`config.mk`:
```
export PLATFORM = sky130hd
export DESIGN_NAME = spce_top
export DESIGN_NICKNAME = d
export VERILOG_FILES = /design/src/pkg/spce_pkg.sv /design/src/pkg/spce_emcy_if.sv /design/src/core/spce_emcy.sv /design/src/core/spce_top.sv
export SDC_FILE = /design/constraint.sdc
export NUM_CORES = 1
export LEC_CHECK = 0
export BUFFER_PORTS_ARGS = -buffer_cell sky130_fd_sc_hd__clkbuf_2
export CORE_AREA = 2 2 259 210
export CTS_BUF_LIST = sky130_fd_sc_hd__clkbuf_8 sky130_fd_sc_hd__clkbuf_16
export DETAILED_ROUTE_END_ITERATION = 12
export DIE_AREA = 0 0 261 212
export GPL_TIMING_DRIVEN = 0
export PLACE_DENSITY = 0.57
export SYNTH_ARGS = -nofsm -noshare
export SYNTH_HDL_FRONTEND = slang
export SYNTH_SLANG_ARGS = --single-unit
export TNS_END_PERCENT = 5
```
`constraint.sdc`:
```
create_clock -name clk -period 36.1 [get_ports clk]
set_input_delay 7.22 -clock clk [delete_from_list [all_inputs] [get_ports clk]]
set_output_delay 7.22 -clock clk [all_outputs]
set_load 0.02 [all_outputs]
```
`src/pkg/spce_pkg.sv`:
```
// constants shared by the servo command and emergency logic
package spce_pkg;
	// object indices
	localparam logic [15:0] OBJ_CMD_WORD   = 16'h6040;
	localparam logic [15:0] OBJ_STATUS     = 16'h6041;
	localparam logic [15:0] OBJ_MODES_OP   = 16'h6060;
	localparam logic [15:0] OBJ_STD_FAULT  = 16'h603F;
	localparam logic [15:0] OBJ_MFR_FAULT  = 16'h213F;
	localparam logic [15:0] OBJ_ERR_REG    = 16'h1001;
	// command word bit positions
	localparam int CW_SWITCH_ON  = 0;
	localparam int CW_EN_VOLT    = 1;
	localparam int CW_QSTOP_N    = 2;
	localparam int CW_OP_EN      = 3;
	localparam int CW_NEW_POINT  = 4;
	localparam int CW_IMMEDIATE  = 5;
	localparam int CW_RELATIVE   = 6;
	localparam int CW_FAULT_RST  = 7;
	localparam int CW_PAUSE      = 8;
	// status word bit positions
	localparam int SW_OP_ENABLED = 2;
	localparam int SW_QSTOP_N    = 5;
	localparam int SW_TARGET     = 10;
	localparam int SW_NO_ACCEPT  = 12;
	// reset values
	localparam logic [15:0] CMD_WORD_RST  = 16'h0000;
	localparam logic [3:0]  OP_MODE_RST   = 4'h7;
	localparam logic [6:0]  STATION_RST   = 7'h01;
	localparam logic [2:0]  BIT_RATE_RST  = 3'h5;
	// legal operating modes
	localparam logic [3:0]  OP_MODE_POS   = 4'h0;
	localparam logic [3:0]  OP_MODE_SPD   = 4'h1;
	localparam logic [3:0]  OP_MODE_TRQ   = 4'h2;
	localparam logic [3:0]  OP_MODE_BUS   = 4'h7;
	// station limits
	localparam logic [6:0]  STATION_MIN   = 7'h01;
	localparam logic [6:0]  STATION_MAX   = 7'h7F;
	// modes-of-operation value for profile position
	localparam logic [7:0]  PROFILE_POS   = 8'h01;
	// emergency frame identifier base
	localparam logic [10:0] EMCY_ID_BASE  = 11'h080;
	// bit rate code to kbit/s
	function automatic logic [10:0] spce_rate_kbps(input logic [2:0] code);
		unique case (code)
			3'h0: spce_rate_kbps = 11'h014;
			3'h1: spce_rate_kbps = 11'h032;
			3'h2: spce_rate_kbps = 11'h064;
			3'h3: spce_rate_kbps = 11'h07D;
			3'h4: spce_rate_kbps = 11'h0FA;
			3'h5: spce_rate_kbps = 11'h1F4;
			3'h6: spce_rate_kbps = 11'h320;
			3'h7: spce_rate_kbps = 11'h3E8;
		endcase
	endfunction
endpackage

```
`src/pkg/spce_emcy_if.sv`:
```
// fault event carrier between command logic and emergency producer
`timescale 1ns/1ps
interface spce_emcy_if;
	logic        event_p;
	logic [15:0] std_code;
	logic [15:0] mfr_code;
	logic [7:0]  err_reg;
	logic [6:0]  node_id;
	modport src  (output event_p, std_code, mfr_code, err_reg, node_id);
	modport prod (input  event_p, std_code, mfr_code, err_reg, node_id);
endinterface

```
`src/core/spce_emcy.sv`:
```
// emergency frame producer and fault code objects
`timescale 1ns/1ps
module spce_emcy
	import spce_pkg::*;
(
	input  wire logic        clk,
	input  wire logic        rst_n,
	spce_emcy_if.prod        ev,
	output logic             emcy_valid,
	input  wire logic        emcy_ready,
	output logic [10:0]      emcy_id,
	output logic [63:0]      emcy_data,
	output logic [15:0]      std_fault_obj,
	output logic [15:0]      mfr_fault_obj
);
	logic pending;
	wire  sent = emcy_valid && emcy_ready;

	// one frame per event while none is pending; a new event wins over the send
	always_ff @(posedge clk or negedge rst_n) begin
		if (!rst_n) begin
			pending <= 1'b0;
		end else begin
			pending <= ev.event_p | (pending & ~sent);
		end
	end
	assign emcy_valid = pending;

	// frame contents and fault objects captured per event
	always_ff @(posedge clk or negedge rst_n) begin
		if (!rst_n) begin
			emcy_id       <= EMCY_ID_BASE;
			emcy_data     <= 64'h0000_0000_0000_0000;
			std_fault_obj <= 16'h0000;
			mfr_fault_obj <= 16'h0000;
		end else if (ev.event_p) begin
			emcy_id       <= EMCY_ID_BASE + {4'h0, ev.node_id};
			emcy_data     <= {24'h00_0000, ev.mfr_code, ev.err_reg,
				ev.std_code};
			std_fault_obj <= ev.std_code;
			mfr_fault_obj <= ev.mfr_code;
		end
	end

	// frame checks
	a_emcy_one_shot: assert property (@(posedge clk) disable iff (!rst_n)
		sent && !ev.event_p |=> !emcy_valid)
		else $error("second emergency frame without new event");
	a_emcy_on_event: assert property (@(posedge clk) disable iff (!rst_n)
		ev.event_p |=> emcy_valid && emcy_data[15:0] == $past(ev.std_code))
		else $error("event gave no emergency frame");
	a_emcy_reserved: assert property (@(posedge clk) disable iff (!rst_n)
		emcy_valid |-> emcy_data[63:40] == 24'h00_0000)
		else $error("reserved emergency bytes not zero");
	a_emcy_ident: assert property (@(posedge clk) disable iff (!rst_n)
		ev.event_p |=> emcy_id == EMCY_ID_BASE + $past(ev.node_id))
		else $error("emergency identifier wrong");
	c_emcy_sent: cover property (@(posedge clk) disable iff (!rst_n)
		ev.event_p ##[1:4] sent);
endmodule

```
`src/core/spce_top.sv`:
```
// profile position command decoder with emergency reporting
`timescale 1ns/1ps
module spce_top
	import spce_pkg::*;
#(
	parameter int POS_W = 32,
	parameter int SPD_W = 32
) (
	input  wire logic             clk,
	input  wire logic             arst_n,
	// command word and mode objects
	input  wire logic             cmd_wr,
	input  wire logic [15:0]      cmd_wdata,
	output logic      [15:0]      drive_command_word,
	input  wire logic             modes_op_wr,
	input  wire logic [7:0]       modes_op_wdata,
	output logic      [15:0]      status_word,
	// configuration parameters
	input  wire logic             op_mode_wr,
	input  wire logic [3:0]       op_mode_wdata,
	output logic      [3:0]       operating_mode_param,
	input  wire logic             station_wr,
	input  wire logic [6:0]       station_wdata,
	output logic      [6:0]       station_number_param,
	input  wire logic             bit_rate_wr,
	input  wire logic [2:0]       bit_rate_wdata,
	output logic      [2:0]       bit_rate_param,
	output logic      [10:0]      bit_rate_kbps,
	// positioning parameter objects
	input  wire logic [POS_W-1:0] set_target,
	input  wire logic [SPD_W-1:0] set_start_speed,
	input  wire logic [SPD_W-1:0] set_run_speed,
	input  wire logic [SPD_W-1:0] set_accel,
	input  wire logic [SPD_W-1:0] set_decel,
	// trajectory side
	input  wire logic             move_busy,
	input  wire logic             target_reached,
	input  wire logic             speed_zero,
	output logic                  move_start,
	output logic                  move_abort,
	output logic      [POS_W-1:0] move_target,
	output logic      [SPD_W-1:0] move_start_speed,
	output logic      [SPD_W-1:0] move_run_speed,
	output logic      [SPD_W-1:0] move_accel,
	output logic      [SPD_W-1:0] move_decel,
	output logic                  move_relative,
	output logic                  servo_enable,
	output logic                  quick_stop,
	output logic                  pause,
	output logic                  fault_reset,
	// fault side
	input  wire logic             fault_event,
	input  wire logic [15:0]      fault_std_code,
	input  wire logic [15:0]      fault_mfr_code,
	input  wire logic [7:0]       error_register,
	input  wire logic             fault_active,
	output logic                  emcy_valid,
	input  wire logic             emcy_ready,
	output logic      [10:0]      emcy_id,
	output logic      [63:0]      emcy_data,
	output logic      [15:0]      std_fault_obj,
	output logic      [15:0]      mfr_fault_obj
);
	logic       rst_s1;
	logic       rst_n;
	logic [8:0] act_cmd;
	logic [7:0] modes_op;
	logic       q_full;
	logic [POS_W-1:0] q_target;
	logic [SPD_W-1:0] q_start;
	logic [SPD_W-1:0] q_run;
	logic [SPD_W-1:0] q_acc;
	logic [SPD_W-1:0] q_dec;
	logic       q_rel;

	// reset release through two flops
	always_ff @(posedge clk or negedge arst_n) begin
		if (!arst_n) begin
			rst_s1 <= 1'b0;
			rst_n  <= 1'b0;
		end else begin
			rst_s1 <= 1'b1;
			rst_n  <= rst_s1;
		end
	end

	// edge and freeze decode against the held word
	wire reset_held = cmd_wdata[CW_FAULT_RST];
	wire rst_edge   = cmd_wr && reset_held &&
		!drive_command_word[CW_FAULT_RST];
	wire load_edge  = cmd_wr && !reset_held && cmd_wdata[CW_NEW_POINT] &&
		!drive_command_word[CW_NEW_POINT];
	wire pp_mode    = modes_op == PROFILE_POS;
	wire op_enabled = &act_cmd[CW_OP_EN:CW_SWITCH_ON] && !fault_active;
	wire load_ok    = load_edge && op_enabled && pp_mode;
	wire immediate  = cmd_wdata[CW_IMMEDIATE];
	wire go_now     = load_ok && (immediate || (!move_busy && !q_full));
	wire go_queue   = load_ok && !go_now && !q_full;
	wire go_pending = !load_ok && q_full && !move_busy && !pause &&
		op_enabled && !move_start;
	wire op_mode_ok = op_mode_wdata == OP_MODE_POS ||
		op_mode_wdata == OP_MODE_SPD || op_mode_wdata == OP_MODE_TRQ ||
		op_mode_wdata == OP_MODE_BUS;
	wire station_ok = station_wdata >= STATION_MIN &&
		station_wdata <= STATION_MAX;

	// command word storage; bits 9 upward carry no function
	always_ff @(posedge clk or negedge rst_n) begin
		if (!rst_n) begin
			drive_command_word <= CMD_WORD_RST;
			act_cmd            <= CMD_WORD_RST[8:0];
			modes_op           <= 8'h00;
		end else begin
			if (cmd_wr) drive_command_word <= cmd_wdata;
			if (cmd_wr && !reset_held) act_cmd <= cmd_wdata[8:0];
			if (modes_op_wr) modes_op <= modes_op_wdata;
		end
	end

	// drive level controls
	assign servo_enable = op_enabled;
	assign quick_stop   = !act_cmd[CW_QSTOP_N];
	assign pause        = act_cmd[CW_PAUSE];

	// one reset pulse per rising edge of the reset bit
	always_ff @(posedge clk or negedge rst_n) begin
		if (!rst_n) fault_reset <= 1'b0;
		else        fault_reset <= rst_edge;
	end

	// configuration parameters keep old value on illegal write
	always_ff @(posedge clk or negedge rst_n) begin
		if (!rst_n) begin
			operating_mode_param <= OP_MODE_RST;
			station_number_param <= STATION_RST;
			bit_rate_param       <= BIT_RATE_RST;
		end else begin
			if (op_mode_wr && op_mode_ok)
				operating_mode_param <= op_mode_wdata;
			if (station_wr && station_ok)
				station_number_param <= station_wdata;
			if (bit_rate_wr) bit_rate_param <= bit_rate_wdata;
		end
	end
	assign bit_rate_kbps = spce_rate_kbps(bit_rate_param);

	// single waiting instruction slot
	always_ff @(posedge clk or negedge rst_n) begin
		if (!rst_n) begin
			q_full   <= 1'b0;
			q_target <= '0;
			q_start  <= '0;
			q_run    <= '0;
			q_acc    <= '0;
			q_dec    <= '0;
			q_rel    <= 1'b0;
		end else if (go_queue) begin
			q_full   <= 1'b1;
			q_target <= set_target;
			q_start  <= set_start_speed;
			q_run    <= set_run_speed;
			q_acc    <= set_accel;
			q_dec    <= set_decel;
			q_rel    <= cmd_wdata[CW_RELATIVE];
		end else if (go_pending || (go_now && immediate)) begin
			q_full   <= 1'b0;
		end
	end

	// instruction issue to the trajectory side
	always_ff @(posedge clk or negedge rst_n) begin
		if (!rst_n) begin
			move_start       <= 1'b0;
			move_abort       <= 1'b0;
			move_target      <= '0;
			move_start_speed <= '0;
			move_run_speed   <= '0;
			move_accel       <= '0;
			move_decel       <= '0;
			move_relative    <= 1'b0;
		end else begin
			move_start <= go_now || go_pending;
			move_abort <= go_now && move_busy;
			if (go_now) begin
				move_target      <= set_target;
				move_start_speed <= set_start_speed;
				move_run_speed   <= set_run_speed;
				move_accel       <= set_accel;
				move_decel       <= set_decel;
				move_relative    <= cmd_wdata[CW_RELATIVE];
			end else if (go_pending) begin
				move_target      <= q_target;
				move_start_speed <= q_start;
				move_run_speed   <= q_run;
				move_accel       <= q_acc;
				move_decel       <= q_dec;
				move_relative    <= q_rel;
			end
		end
	end

	// status word: handshake and arrival bits
	always_comb begin
		status_word                = 16'h0000;
		status_word[SW_OP_ENABLED] = op_enabled;
		status_word[3]             = fault_active;
		status_word[SW_QSTOP_N]    = act_cmd[CW_QSTOP_N];
		status_word[SW_TARGET]     = pause ? speed_zero : target_reached;
		status_word[SW_NO_ACCEPT]  = q_full;
	end

	// fault events to the emergency producer
	spce_emcy_if emcy_bus ();
	assign emcy_bus.event_p  = fault_event;
	assign emcy_bus.std_code = fault_std_code;
	assign emcy_bus.mfr_code = fault_mfr_code;
	assign emcy_bus.err_reg  = error_register;
	assign emcy_bus.node_id  = station_number_param;

	spce_emcy u_emcy (
		.clk           (clk),
		.rst_n         (rst_n),
		.ev            (emcy_bus),
		.emcy_valid    (emcy_valid),
		.emcy_ready    (emcy_ready),
		.emcy_id       (emcy_id),
		.emcy_data     (emcy_data),
		.std_fault_obj (std_fault_obj),
		.mfr_fault_obj (mfr_fault_obj)
	);

	// command decode checks
	a_quick_stop_lvl: assert property (@(posedge clk) disable iff (!rst_n)
		cmd_wr && !cmd_wdata[CW_FAULT_RST] |=>
		quick_stop == !$past(cmd_wdata[CW_QSTOP_N]))
		else $error("quick stop does not follow bit 2");
	a_reset_one_pulse: assert property (@(posedge clk) disable iff (!rst_n)
		fault_reset |=> !fault_reset)
		else $error("fault reset longer than one cycle");
	a_reset_on_edge: assert property (@(posedge clk) disable iff (!rst_n)
		rst_edge |=> fault_reset)
		else $error("missing fault reset pulse");
	a_freeze_held: assert property (@(posedge clk) disable iff (!rst_n)
		cmd_wr && cmd_wdata[CW_FAULT_RST] |=> $stable(act_cmd))
		else $error("command acted while reset bit high");
	a_load_gate: assert property (@(posedge clk) disable iff (!rst_n)
		move_start && !$past(go_pending) |->
		$past(op_enabled) && $past(pp_mode))
		else $error("instruction latched outside enabled pp mode");
	a_immediate_abort: assert property (@(posedge clk) disable iff (!rst_n)
		load_ok && immediate && move_busy |=> move_abort && move_start)
		else $error("immediate update did not abort");
	a_busy_flag: assert property (@(posedge clk) disable iff (!rst_n)
		go_queue |=> status_word[SW_NO_ACCEPT])
		else $error("status bit 12 low with queued instruction");
	a_station_range: assert property (@(posedge clk) disable iff (!rst_n)
		station_number_param != 7'h00)
		else $error("station number out of range");
	c_queued_move: cover property (@(posedge clk) disable iff (!rst_n)
		go_queue ##[1:50] go_pending);
	c_abort_move: cover property (@(posedge clk) disable iff (!rst_n)
		move_abort);
	c_reset_pulse: cover property (@(posedge clk) disable iff (!rst_n)
		fault_reset);
endmodule

```
==> impl_metrics.ini <==
[logic_synthesis]
netlist_instances = 1580
ys_seq_area_frac = 0.576
synthFlopType = dfrtp_1
syn_avg_cell_area_um2 = 11.5
yosysWarningCount = 0
netlist_area_um2 = 18200
synth_top_area_share = 0.567
ys_ff_latch = 419
synthTopCellsByArea = dfrtp_1 (57%), mux2_2 (9.3%), nor3_1 (8.9%), a211oi_1 (6.6%), mux2_1 (5.6%)
yosysTopAreaCell = dfrtp_1
synth_edf_count = 0
async_flop_share = 1.00
synth_cell_type_count = 37

[setup_path]
worstPathCellList = clkbuf_2, and4b_1, and2_1, buf_4, clkbuf_2
cp_slowest_cell = and4b_1
cp_data_required_time_ns = 28.88
endpoint_kind = output pin
cpPeakStageDelay_ns = 0.43
worstSetupPathType = in2out
critPathLaunchType = input port
cp_max_fo = 5
crit_path_frequent_cell = clkbuf_2
worstPathArrival_ns = 8.37

[clock_network]
cts-root-buf = clkbuf_16
h-tree-depth = 2
path_clk_slew_ns = 0.06
cts_resized = 0
post_cts_buffers = 0
clkLatencyLatePin_ns = 0.56
holdBufCountCts = 0
cts_max_path_buffers = 3
tritoncts = built
cts.sinks = 419
cts_buffers = 45

[hold_path]
min_path_type = reg2reg

[run_status]
status = completed

[sta]
final_hold_viol_count = 0
tns_ns = 0
timing.slew.headroom = 0.264
rsz0062_at_grt = no
clock.fmax_ghz = 0.0641
finalMaxSlewViolations = 0
finalCriticalPeriod_ns = 15.59
clock_skew_ns = 0.0117
final-setup-viol-count = 0
finalCritPeriodShare = 0.432
worst_pin_slew_ns = 1.10

[die]
fp.dieW_um = 261
dieHeight_um = 212
num_rows = 76
dieArea_um2 = 55300
start_util = 0.343
core_area_um2 = 53100
num_io_pins = 583

[power]
peakVddDrop_uv = 27.8
internal_power_w = 0.000836
p_clk_frac = 0.412
pwr-share-comb = 0.135
power_w = 0.00114
switching_power_w = 0.000305
swShare = 0.267
power.leakage_nw = 12.5
p_per_area_nw_per_um2 = 48.2
p_seq_frac = 0.453

[detailed_routing]
drtAntennaViolNets = 0
drtIter0Drc = 789
wl_um = 58700
vias = 14401
wire_per_inst_um = 19.9
drc = 0
vias_per_cell = 4.88
dr.pass1.iters = 4

[flow_run]
drv_cap = 0

[final_layout]
fin_util = 0.445
drive_gt1_frac = 0.393
syn_to_final_growth_pct = 29.8
nNetsFinal = 2467

[grt]
grt_max_degree = 71
grt_pass1_vias = 14706
antenna_found_initial = 6
grt_overflow = 0
grt.total_usage = 0.206
grt_pass1_wl_um = 87300

[place]
place.gp.congestion = 0.855
dp_hpwl_um = 43600
io_buffers = 538
[cell usage after synthesis, types with 8 or more instances]
cell,count
dfrtp_1,413
nor3_1,323
inv_1,171
a211oi_1,161
mux2_2,150
mux2_1,90
buf_4,78
clkbuf_1,74
nand2_1,27
buf_2,21
buf_6,10
buf_1,8
[flip-flops by register name, indices dropped and copies added, names as in the netlist, 3 cells and up]
register,cells
move_accel,32
move_decel,32
move_run_speed,32
move_start_speed,32
move_target,32
q_acc,32
q_dec,32
q_run,32
q_start,32
q_target,32
drive_command_word,16
u_emcy.mfr_fault_obj,16
u_emcy.std_fault_obj,15
u_emcy.emcy_data,9
modes_op,8
station_number_param,7
u_emcy.emcy_id,7
act_cmd,5
operating_mode_param,4
bit_rate_param,3
[per-layer routing]
layer | part of all wire | GRT usage | vias up
met1 | 0.42 | 0.265 | 7196
met2 | 0.47 | 0.337 | 440
met5 | 0.00089 | 0 | -
li1 | - | - | 6669
met3 | 0.086 | 0.0676 | 88
met4 | 0.020 | 0.0511 | 8
[power groups by stage]
| stage | Clock, W | Sequential [W] | Combinational [W] |
|---|---|---|---|
| after floorplan | 0 | 0.000559 | 0.0000504 |
| after CTS | 0.000482 | 0.000517 | 0.000156 |
| final | 0.000470 | 0.000517 | 0.000154 |
| after detailed placement | 0 | 0.000525 | 0.000155 |
| after global routing | 0.000502 | 0.000520 | 0.000166 |
| after global placement | 0 | 0.000533 | 0.000144 |
[area by class of cell]
class	count	area [um2]
fillers	5044	29400
flip-flops and latches	419	10500
multi-input cells	838	6120
repair buffers	545	2860
clock buffers	62	1380
plain buffers	191	1110
well taps	702	878
inverters	171	642
clock inverters	20	138
diodes	2	5.00
[worst max-delay path: cells and delay by family]
family	cells	cell delay [ns]
buffers and inverters	3	0.41
AND/OR/NAND/NOR	2	0.73
[placed cells by master, fill, tap and decap left out, types with 2 or more instances in the layout]
cell type	count
nand2_1	27
ha_1	5
mux2_1	90
buf_1	8
nor2b_1	4
a21o_1	2
inv_1	184
clkbuf_1	74
buf_2	21
buf_4	78
buf_6	11
clkbuf_2	538
clkbuf_8	15
nor3_1	323
bufinv_16	2
a21oi_1	2
dfrtp_1	412
diode_2	2
clkinv_2	4
dfstp_2	6
nor4b_1	2
a211oi_1	161
buf_16	5
o21ai_0	7
conb_1	41
mux2_2	150
clkbuf_16	47
nand4_1	2
nor2_1	7
[through the flow]
stage / hold WS [ns] / instances / cell area [um2] / setup WS [ns]
floorplan: 0.331 / 1619 / 18400 / 20.88
global placement: 0.337 / 2859 / 21900 / 18.42
detailed placement: 0.360 / 2866 / 22100 / 20.47
CTS: 0.369 / 2948 / 23600 / 20.46
global route: 0.375 / 2949 / 23600 / 20.38
finish: 0.371 / 2950 / 23600 / 20.51
[final timing paths]
check	startpoint	end	slack, ns	cells after the start
max in group asynchronous	arst_n	rst_n	29.54	1
hold reg to reg	rst_s1	rst_n	0.37	0
setup reg to reg	modes_op[4]	q_dec[12]	32.63	6
hold / removal	rst_s1	rst_n	0.37	0
setup / recovery	fault_active	status_word[2]	20.51	5
min in group asynchronous	rst_n	u_emcy.emcy_data[17]	0.45	0
[logic make-up after synthesis]
group,share of synthesized area
AO/OA/AOI/OAI,0.0723
AND/OR/NAND/NOR,0.103
adder cells (fa/ha/maj),0.00343
multiplexers,0.148
buffers and inverters,0.0962
XOR/XNOR,0.000481
flip-flops,0.576
other,0.000412
No activity file was read; power rests on OpenSTA's default activity.
